File: src/pkg/pin_mux_pkg.sv
// What this block does
// RQ1: Timer2 ch4 out on pin2 if unremapped, enabled, alternate
// RQ2: Timer2 ch4 input from pin2 when unremapped
// RQ3: Serial2 TWI clock open-drain on pin2 conditions
// RQ4: Serial2 SPI master clock on pin2 conditions
// RQ5: Serial2 SPI slave clock from pin2
// RQ6: Serial2 SPI slave select from pin3
// RQ7: CPU trace clock on pin3 conditions
// RQ8: Timer2 ch2 out on pin3 conditions
// RQ9: Timer2 ch2 input from pin3 when unremapped
// RQ10: Pin4 to analog input four when analog
// RQ11: Packet trace frame on pin4 without core trace
// RQ12: CPU trace data bit2 on pin4, 4-wire
// RQ13: Pin5 to analog input five when analog
// RQ14: Packet trace data on pin5 without core trace
// RQ15: Pin5 low at reset requests bootloader
// RQ16: CPU trace data bit3 on pin5, 4-wire
// RQ17: Timer1 ch3 out on pin6 when enabled, alternate
// RQ18: Timer1 ch3 input always from pin6
// RQ19: Otherwise pin is plain GPIO
package pin_mux_pkg;
  localparam int NPINS = 5;
  localparam int FIELD_W = 4;
  // Pin order in vectors: index 0..4 = port A bits 2..6
  localparam int P2 = 0;
  localparam int P3 = 1;
  localparam int P4 = 2;
  localparam int P5 = 3;
  localparam int P6 = 4;
  // Config field positions
  localparam int LOW_BIT2_LSB = 8;
  localparam int LOW_BIT3_LSB = 12;
  localparam int HIGH_BIT4_LSB = 0;
  localparam int HIGH_BIT5_LSB = 4;
  localparam int HIGH_BIT6_LSB = 8;
  // Remap bits, mode bits and timer output-enable bits
  localparam int REMAP_CH2_BIT = 5;
  localparam int REMAP_CH4_BIT = 7;
  localparam int SPI_MASTER_BIT = 4;
  localparam int CCER_CH2_BIT = 4;
  localparam int CCER_CH3_BIT = 8;
  localparam int CCER_CH4_BIT = 12;
  // Config field encodings (plain defaults)
  localparam logic [3:0] CFG_ANALOG = 4'h0;
  localparam logic [3:0] CFG_OUT = 4'h1;
  localparam logic [3:0] CFG_OUT_OD = 4'h5;
  localparam logic [3:0] CFG_INPUT = 4'h4;
  localparam logic [3:0] CFG_ALT_OUT = 4'h9;
  localparam logic [3:0] CFG_ALT_OD = 4'hD;
  localparam logic [1:0] SER_MODE_SPI = 2'h2;
  localparam logic [1:0] SER_MODE_TWI = 2'h3;

  typedef enum logic [1:0] {
    BOOT_IN_RESET = 2'b00,
    BOOT_SAMPLE   = 2'b01,
    BOOT_DONE     = 2'b10
  } boot_state_t;

  typedef struct packed {
    logic [31:0] low_cfg;
    logic [31:0] high_cfg;
    logic [7:0]  tim2_remap;
    logic [15:0] timer_two_output_enables;
    logic [15:0] timer_one_output_enables;
    logic [1:0]  ser2_mode;
    logic [7:0]  ser2_spicfg;
    logic        trace_en;
    logic        trace_4wire;
  } mux_cfg_t;

  typedef struct packed {
    logic timer_two_channel_four;
    logic timer_two_channel_two;
    logic timer_one_channel_three;
    logic ser2_twi_clk;
    logic ser2_spi_clk;
    logic trace_clk;
    logic trace_d2;
    logic trace_d3;
    logic pkt_frame;
    logic pkt_data;
  } periph_out_t;

  typedef struct packed {
    logic timer_two_channel_four;
    logic timer_two_channel_two;
    logic timer_one_channel_three;
    logic ser2_spi_clk;
    logic ser2_ssel_n;
  } periph_in_t;
endpackage

File: src/rtl/pin_sync2.sv
module pin_sync2
  import pin_mux_pkg::*;
#(
  parameter int W = 5
) (
  input  wire logic         i_clock,  // System clock
  input  wire logic         i_rst_n,  // Async reset
  input  wire logic [W-1:0] i_async,  // Raw pin levels
  output logic      [W-1:0] o_sync    // Synchronised levels
);
  logic [W-1:0] meta_q;
  always_ff @(posedge i_clock or negedge i_rst_n) begin
    if (!i_rst_n) begin
      meta_q <= '0;
      o_sync <= '0;
    end else begin
      meta_q <= i_async;
      o_sync <= meta_q;
    end
  end
endmodule

File: src/rtl/boot_strap.sv
module boot_strap
  import pin_mux_pkg::*;
(
  input  wire logic i_clock,        // System clock
  input  wire logic i_rst_n,        // Async reset
  input  wire logic i_ext_reset_n,  // Synchronised external reset
  input  wire logic i_strap_n,      // Synchronised pin5 level
  output logic      o_boot_req      // Bootloader activation
);
  boot_state_t state_q, state_d;
  logic        boot_d;
  // Synchroniser holds reset zeros for two cycles; a zero there would fake a strap
  logic [1:0]  primed_q;

  // Sampled while external reset is low and on the cycle just after release
  assign state_d = !i_ext_reset_n           ? BOOT_IN_RESET :
                   (state_q == BOOT_IN_RESET) ? BOOT_SAMPLE : BOOT_DONE;
  assign boot_d  = (primed_q[1] && (state_q != BOOT_DONE)) ? !i_strap_n : o_boot_req; // RQ15

  always_ff @(posedge i_clock or negedge i_rst_n) begin
    if (!i_rst_n) begin
      state_q    <= BOOT_IN_RESET;
      primed_q   <= '0;
      o_boot_req <= 1'b0;
    end else begin
      state_q    <= state_d;
      primed_q   <= {primed_q[0], 1'b1};
      o_boot_req <= boot_d;
    end
  end
endmodule

File: src/rtl/port_a_upper_pin_mux.sv
module port_a_upper_pin_mux
  import pin_mux_pkg::*;
(
  input  wire logic             i_clock,              // 25 MHz system clock
  input  wire logic             i_rst_n,              // Async reset, active low
  input  wire logic             i_external_reset_n,   // External reset pin level
  input  wire mux_cfg_t         i_cfg,                // Register-side selections
  input  wire periph_out_t      i_periph,             // Peripheral outputs
  input  wire logic [NPINS-1:0] i_gpio_out,           // GPIO data out per pin
  input  wire logic [NPINS-1:0] i_gpio_oe,            // GPIO direction per pin
  input  wire logic [NPINS-1:0] i_pad_in,             // Pad input levels
  output logic      [NPINS-1:0] o_pad_out,            // Pad output level
  output logic      [NPINS-1:0] o_pad_oe,             // Pad output enable
  output logic      [NPINS-1:0] o_pad_analog,         // Pad switched to analog
  output logic      [NPINS-1:0] o_gpio_in,            // Synced pin levels to GPIO
  output periph_in_t            o_periph,             // Inputs to peripherals
  output logic                  o_analog_input_four,  // ADC channel 4 connected
  output logic                  o_analog_input_five,  // ADC channel 5 connected
  output logic                  o_bootloader_req      // Bootloader requested
);
  logic [NPINS-1:0] pin_s;
  logic             ext_rst_s;
  logic             boot_req;

  pin_sync2 #(.W(NPINS + 1)) u_sync (
    .i_clock (i_clock),
    .i_rst_n (i_rst_n),
    .i_async ({i_external_reset_n, i_pad_in}),
    .o_sync  ({ext_rst_s, pin_s})
  );

  boot_strap u_boot (
    .i_clock       (i_clock),
    .i_rst_n       (i_rst_n),
    .i_ext_reset_n (ext_rst_s),
    .i_strap_n     (pin_s[P5]),
    .o_boot_req    (boot_req)
  );

  // Per-pin config fields
  wire logic [FIELD_W-1:0] cfg2 = i_cfg.low_cfg[LOW_BIT2_LSB +: FIELD_W];
  wire logic [FIELD_W-1:0] cfg3 = i_cfg.low_cfg[LOW_BIT3_LSB +: FIELD_W];
  wire logic [FIELD_W-1:0] cfg4 = i_cfg.high_cfg[HIGH_BIT4_LSB +: FIELD_W];
  wire logic [FIELD_W-1:0] cfg5 = i_cfg.high_cfg[HIGH_BIT5_LSB +: FIELD_W];
  wire logic [FIELD_W-1:0] cfg6 = i_cfg.high_cfg[HIGH_BIT6_LSB +: FIELD_W];

  wire logic remap4   = i_cfg.tim2_remap[REMAP_CH4_BIT];
  wire logic remap2   = i_cfg.tim2_remap[REMAP_CH2_BIT];
  wire logic ch4_en   = i_cfg.timer_two_output_enables[CCER_CH4_BIT];
  wire logic ch2_en   = i_cfg.timer_two_output_enables[CCER_CH2_BIT];
  wire logic t1ch3_en = i_cfg.timer_one_output_enables[CCER_CH3_BIT];
  wire logic spi_mode = (i_cfg.ser2_mode == SER_MODE_SPI);
  wire logic twi_mode = (i_cfg.ser2_mode == SER_MODE_TWI);
  wire logic spi_mst  = i_cfg.ser2_spicfg[SPI_MASTER_BIT];
  wire logic trc      = i_cfg.trace_en;
  wire logic trc4     = i_cfg.trace_en && i_cfg.trace_4wire;

  wire logic alt2 = (cfg2 == CFG_ALT_OUT);
  wire logic od2  = (cfg2 == CFG_ALT_OD);
  wire logic alt3 = (cfg3 == CFG_ALT_OUT);
  wire logic alt4 = (cfg4 == CFG_ALT_OUT);
  wire logic alt5 = (cfg5 == CFG_ALT_OUT);
  wire logic alt6 = (cfg6 == CFG_ALT_OUT);
  wire logic ana4 = (cfg4 == CFG_ANALOG);
  wire logic ana5 = (cfg5 == CFG_ANALOG);

  // Timer has priority; serial/trace only when timer is off or remapped away
  wire logic t2c4_sel = !remap4 && ch4_en && alt2;                      // RQ1
  wire logic pin2_free = !ch4_en || remap4;
  wire logic twi_sel  = twi_mode && od2 && pin2_free;                   // RQ3
  wire logic sck_sel  = spi_mode && spi_mst && alt2 && pin2_free;       // RQ4
  wire logic t2c2_sel = !remap2 && ch2_en && alt3;                      // RQ8
  wire logic tclk_sel = trc && alt3 && (!ch2_en || remap2);             // RQ7
  wire logic td2_sel  = trc4 && alt4;                                   // RQ12
  wire logic ptf_sel  = !trc && alt4;                                   // RQ11
  wire logic td3_sel  = trc4 && alt5;                                   // RQ16
  wire logic ptd_sel  = !trc && alt5;                                   // RQ14
  wire logic t1c3_sel = t1ch3_en && alt6;                               // RQ17

  // Open drain: drive only the low level, release for high
  wire logic out2 = t2c4_sel ? i_periph.timer_two_channel_four :
                    twi_sel  ? 1'b0 :
                    sck_sel  ? i_periph.ser2_spi_clk : i_gpio_out[P2];
  wire logic oe2  = t2c4_sel || sck_sel ? 1'b1 :
                    twi_sel  ? !i_periph.ser2_twi_clk :
                    (alt2 || od2) ? 1'b0 : i_gpio_oe[P2];                // RQ19
  wire logic out3 = t2c2_sel ? i_periph.timer_two_channel_two :
                    tclk_sel ? i_periph.trace_clk : i_gpio_out[P3];
  wire logic oe3  = (t2c2_sel || tclk_sel) ? 1'b1 : alt3 ? 1'b0 : i_gpio_oe[P3];
  wire logic out4 = td2_sel ? i_periph.trace_d2 :
                    ptf_sel ? i_periph.pkt_frame : i_gpio_out[P4];
  wire logic oe4  = (td2_sel || ptf_sel) ? 1'b1 :
                    (alt4 || ana4) ? 1'b0 : i_gpio_oe[P4];
  wire logic out5 = td3_sel ? i_periph.trace_d3 :
                    ptd_sel ? i_periph.pkt_data : i_gpio_out[P5];
  wire logic oe5  = (td3_sel || ptd_sel) ? 1'b1 :
                    (alt5 || ana5) ? 1'b0 : i_gpio_oe[P5];
  wire logic out6 = t1c3_sel ? i_periph.timer_one_channel_three : i_gpio_out[P6];
  wire logic oe6  = t1c3_sel ? 1'b1 : alt6 ? 1'b0 : i_gpio_oe[P6];

  // Idle levels keep peripherals quiet when not routed
  periph_in_t pin_in_d;
  assign pin_in_d.timer_two_channel_four     = remap4 ? 1'b0 : pin_s[P2];             // RQ2
  assign pin_in_d.timer_two_channel_two     = remap2 ? 1'b0 : pin_s[P3];             // RQ9
  assign pin_in_d.timer_one_channel_three     = pin_s[P6];                             // RQ18
  assign pin_in_d.ser2_spi_clk = (spi_mode && !spi_mst) ? pin_s[P2] : 1'b0; // RQ5
  assign pin_in_d.ser2_ssel_n  = (spi_mode && !spi_mst) ? pin_s[P3] : 1'b1; // RQ6

  // Registered outputs add one cycle of latency on each path
  always_ff @(posedge i_clock or negedge i_rst_n) begin
    if (!i_rst_n) begin
      o_pad_out           <= '0;
      o_pad_oe            <= '0;
      o_pad_analog        <= '0;
      o_gpio_in           <= '0;
      o_periph            <= '{timer_two_channel_four: 1'b0, timer_two_channel_two: 1'b0, timer_one_channel_three: 1'b0,
                               ser2_spi_clk: 1'b0, ser2_ssel_n: 1'b1};
      o_analog_input_four <= 1'b0;
      o_analog_input_five <= 1'b0;
      o_bootloader_req    <= 1'b0;
    end else begin
      o_pad_out           <= {out6, out5, out4, out3, out2};
      o_pad_oe            <= {oe6, oe5, oe4, oe3, oe2};
      o_pad_analog        <= {1'b0, ana5, ana4, 2'b00};
      o_gpio_in           <= pin_s;
      o_periph            <= pin_in_d;
      o_analog_input_four <= ana4;                                      // RQ10
      o_analog_input_five <= ana5;                                      // RQ13
      o_bootloader_req    <= boot_req;                                  // RQ15
    end
  end
endmodule

File: config.mk
export PLATFORM = sky130hd
export DESIGN_NAME = port_a_upper_pin_mux
export DESIGN_NICKNAME = d
export VERILOG_FILES = /design/src/pkg/pin_mux_pkg.sv /design/src/rtl/pin_sync2.sv /design/src/rtl/boot_strap.sv /design/src/rtl/port_a_upper_pin_mux.sv
export SDC_FILE = /design/constraint.sdc
export NUM_CORES = 1
export LEC_CHECK = 0
export BUFFER_PORTS_ARGS = -buffer_cell sky130_fd_sc_hd__buf_2
export CORE_ASPECT_RATIO = 0.6
export CORE_UTILIZATION = 35
export CTS_CLUSTER_SIZE = 40
export DETAILED_ROUTE_END_ITERATION = 8
export GPL_TIMING_DRIVEN = 0
export HOLD_SLACK_MARGIN = 0.02
export PLACE_DENSITY = 0.84
export SETUP_SLACK_MARGIN = 0.2
export SYNTH_ARGS = -nofsm -noshare
export SYNTH_HDL_FRONTEND = slang
export SYNTH_SLANG_ARGS = --single-unit
File: constraint.sdc
create_clock -name i_clock -period 2.33 [get_ports i_clock]
set_clock_uncertainty 0.1 [all_clocks]
set_input_delay 0.233 -clock i_clock [delete_from_list [all_inputs] [get_ports i_clock]]
set_output_delay 0.233 -clock i_clock [all_outputs]
set_load 0.01 [all_outputs]
==> results.toml <==
[outcome]
violations = "design-rule violations"
status = "finished with violations"

[die]
start_util_pct = 37.7
ioPinCount = 172
fp-row-count = 17
die_x_um = 84.4
die_y_um = 51.5
die_area_mm2 = 0.00434
core-area_mm2 = 0.00379

[final_layout]
layout-drive-gt1-share_pct = 49.3
syn_to_final_growth_pct = 48.7
diodes = 0
nets = 354

[detailed_routing]
ant_nets = 0
drc_errors = 6
vias = 1152
vias_per_cell = 4.47
firstDrtPassIters = 6
drt_iter0_drc = 26
routedWlPerCell_um = 12.4
routed_wl_mm = 3.21

[clocking]
cts_hold_buf = 10
cts_tree = "built"
htree_levels = 2
cts_root_buffer = "clkbuf_8"
post_cts_buffers = 0
cts_resized = 0
clock_latency_ps = 280
clkSinkCount = 39
clk_pin_slew_ps = 70
clockBufferDepth = 2
cts_made_buffers = 5

[logic_synthesis]
ys_seq_elements = 39
synth_flop_cell = "dfrtp_1"
synth_cell_types = 29
netlist_area_mm2 = 0.00143
ys_async_sr_fraction_pct = 100
synth_warnings = 0
netlist_top_cells_area = "dfrtp_1 67%, o21ai_0 3.5%, buf_4 3.2%"
syn_avg_cell_area_um2 = 13.1
synthCells = 109
synth.largest_area_cell = "dfrtp_1"
synth-seq-area-share_pct = 68.5
netlist.area_leader.share_pct = 66.7
yosysMostFrequentCell = "dfrtp_1"
synth_edf_count = 0
synth_common_cells = "38 x dfrtp_1, 10 x o21ai_0, 9 x nand2_1"

[global_routing]
grt_max_degree = 40
gr-total-overflow = 0
antenna_found_initial = 0
grt_pass1_wl_mm = 5.18
grt_pass1_vias = 1159
grt_usage_pct = 16.6

[timing]
finalHoldViolCount = 0
relSlewSlack_pct = 45.5
fin_crit_ps = 1720
fmax_ghz = 0.581
worst_pin_slew_ps = 818
fin_tns_setup_ps = 0
rsz0062_at_grt = "no"
worst_hold_slack_ps = 29.8
setup_violations = 0
setup_slack_ps = 608
finalCritPeriodShare_pct = 73.9
drv_slew = 0

[placement]
dp_hpwl_mm = 2.43
gp_congestion = 0.666
port_buffers = 82
pre_cts_ws_ps = 882

[setup_path]
crit_fanout = 4
crit_path_max_incr_delay_ps = 550
cpMaxStageDelayCell = "dlygate4sd3_1"
cp.required_ps = 2390
worst-path-buf-inv = 2
endpoint_kind = "flip-flop"
crit_type = "input pin to flip-flop"
critPathTopFamily = "buffers and inverters"
worstSetupStartpointType = "input pin"
arrival_ps = 1780
cp_cell_sequence = "dlygate4sd3_1 > buf_2 > nand2b_1 > and3_1 > a311oi_1 > o21ai_0"

[hold_path]
hold_class = "input pin to flip-flop"

[run]
max_cap_violations = 0

[power_and_ir_drop]
ir_worst_vdd_v = 0.000297
p_leak_nw = 1.09
power-per-cell-area_mw_per_mm2 = 692
-- area by class of cell --
type | count | area (um2)
Timing Repair Buffer | 92 | 510
Sequential cell | 39 | 977
Tap cell | 47 | 58.8
Inverter | 3 | 11.3
Multi-Input combinational cell | 63 | 400
Clock inverter | 2 | 35.0
Buffer | 6 | 45.0
Fill cell | 339 | 1670
Clock buffer | 6 | 82.6
-- power by group --
group	switching, W	internal, W
sequential	0.0000135	0.000718
combinational	0.0000806	0.0000910
clock	0.000219	0.000346
total	0.000313	0.00115
-- stage by stage --
stage               std cells  power, W  util [%]  area [um2]
global placement          240  0.000897      50.3        1900
global route              258   0.00155      56.0        2120
finish                    258   0.00147      56.0        2120
detailed placement        240  0.000905      50.3        1900
floorplan                 111  0.000803         -        1430
CTS                       258   0.00149      56.0        2120
-- cells in the final DEF, fill, tap and decap left out, drive strengths merged, types with 2 or more instances in the layout --
cell type	instances
nor3b	3
inv	3
clkbuf	6
nor2b	3
nand2	9
dlygate4sd3	10
a21oi	3
o21ai	10
nor4	2
dfrtp	38
a22o	3
nand3b	3
and4bb	3
nor2	6
nand2b	2
buf	88
conb	4
-- final timing paths --
| check | from | to | slack (ps) | cells past startpoint |
|---|---|---|---|---|
| worst max-delay path | i_cfg[51] | o_pad_oe[0] | 610 | 6 |
| worst min-delay path | i_cfg[54] | o_pad_analog[2] | 30 | 2 |
| worst max register to register | u_sync.o_sync[1] | o_periph[0] | 1140 | 1 |
| worst min register to register | u_sync.meta_q[1] | u_sync.o_sync[1] | 250 | 0 |
| max in group asynchronous | i_rst_n | o_pad_oe[1] | 1130 | 2 |
| min in group asynchronous | i_rst_n | u_sync.o_sync[5] | 480 | 2 |
-- sequential cells by signal, indices dropped and copies added (netlist names) --
signal and count:
o_periph 4, u_boot.o_boot_req 1, u_sync.meta_q 6, o_pad_out 5
u_boot.state_q 2, o_pad_analog 2, u_sync.o_sync 6, o_bootloader_req 1
u_boot.primed_q 2, o_pad_oe 5, o_gpio_in 5
-- layer usage --
layer  up-vias  GRT usage, %  part of all wire (%)
met5         -             0                     0
met4         0          5.93                   1.2
met3         4          6.62                   7.6
met2        48          29.9                    51
met1       532          18.0                    40
li1        568             -                     -
-- cell families after synthesis --
kind of cell,share of synthesized area [%]
buf+inv,3.95
flops,68.5
mux,0.789
compound gates,8.77
other cells,0.527
simple gates,17.5
No activity file was read; power rests on OpenSTA's default activity.
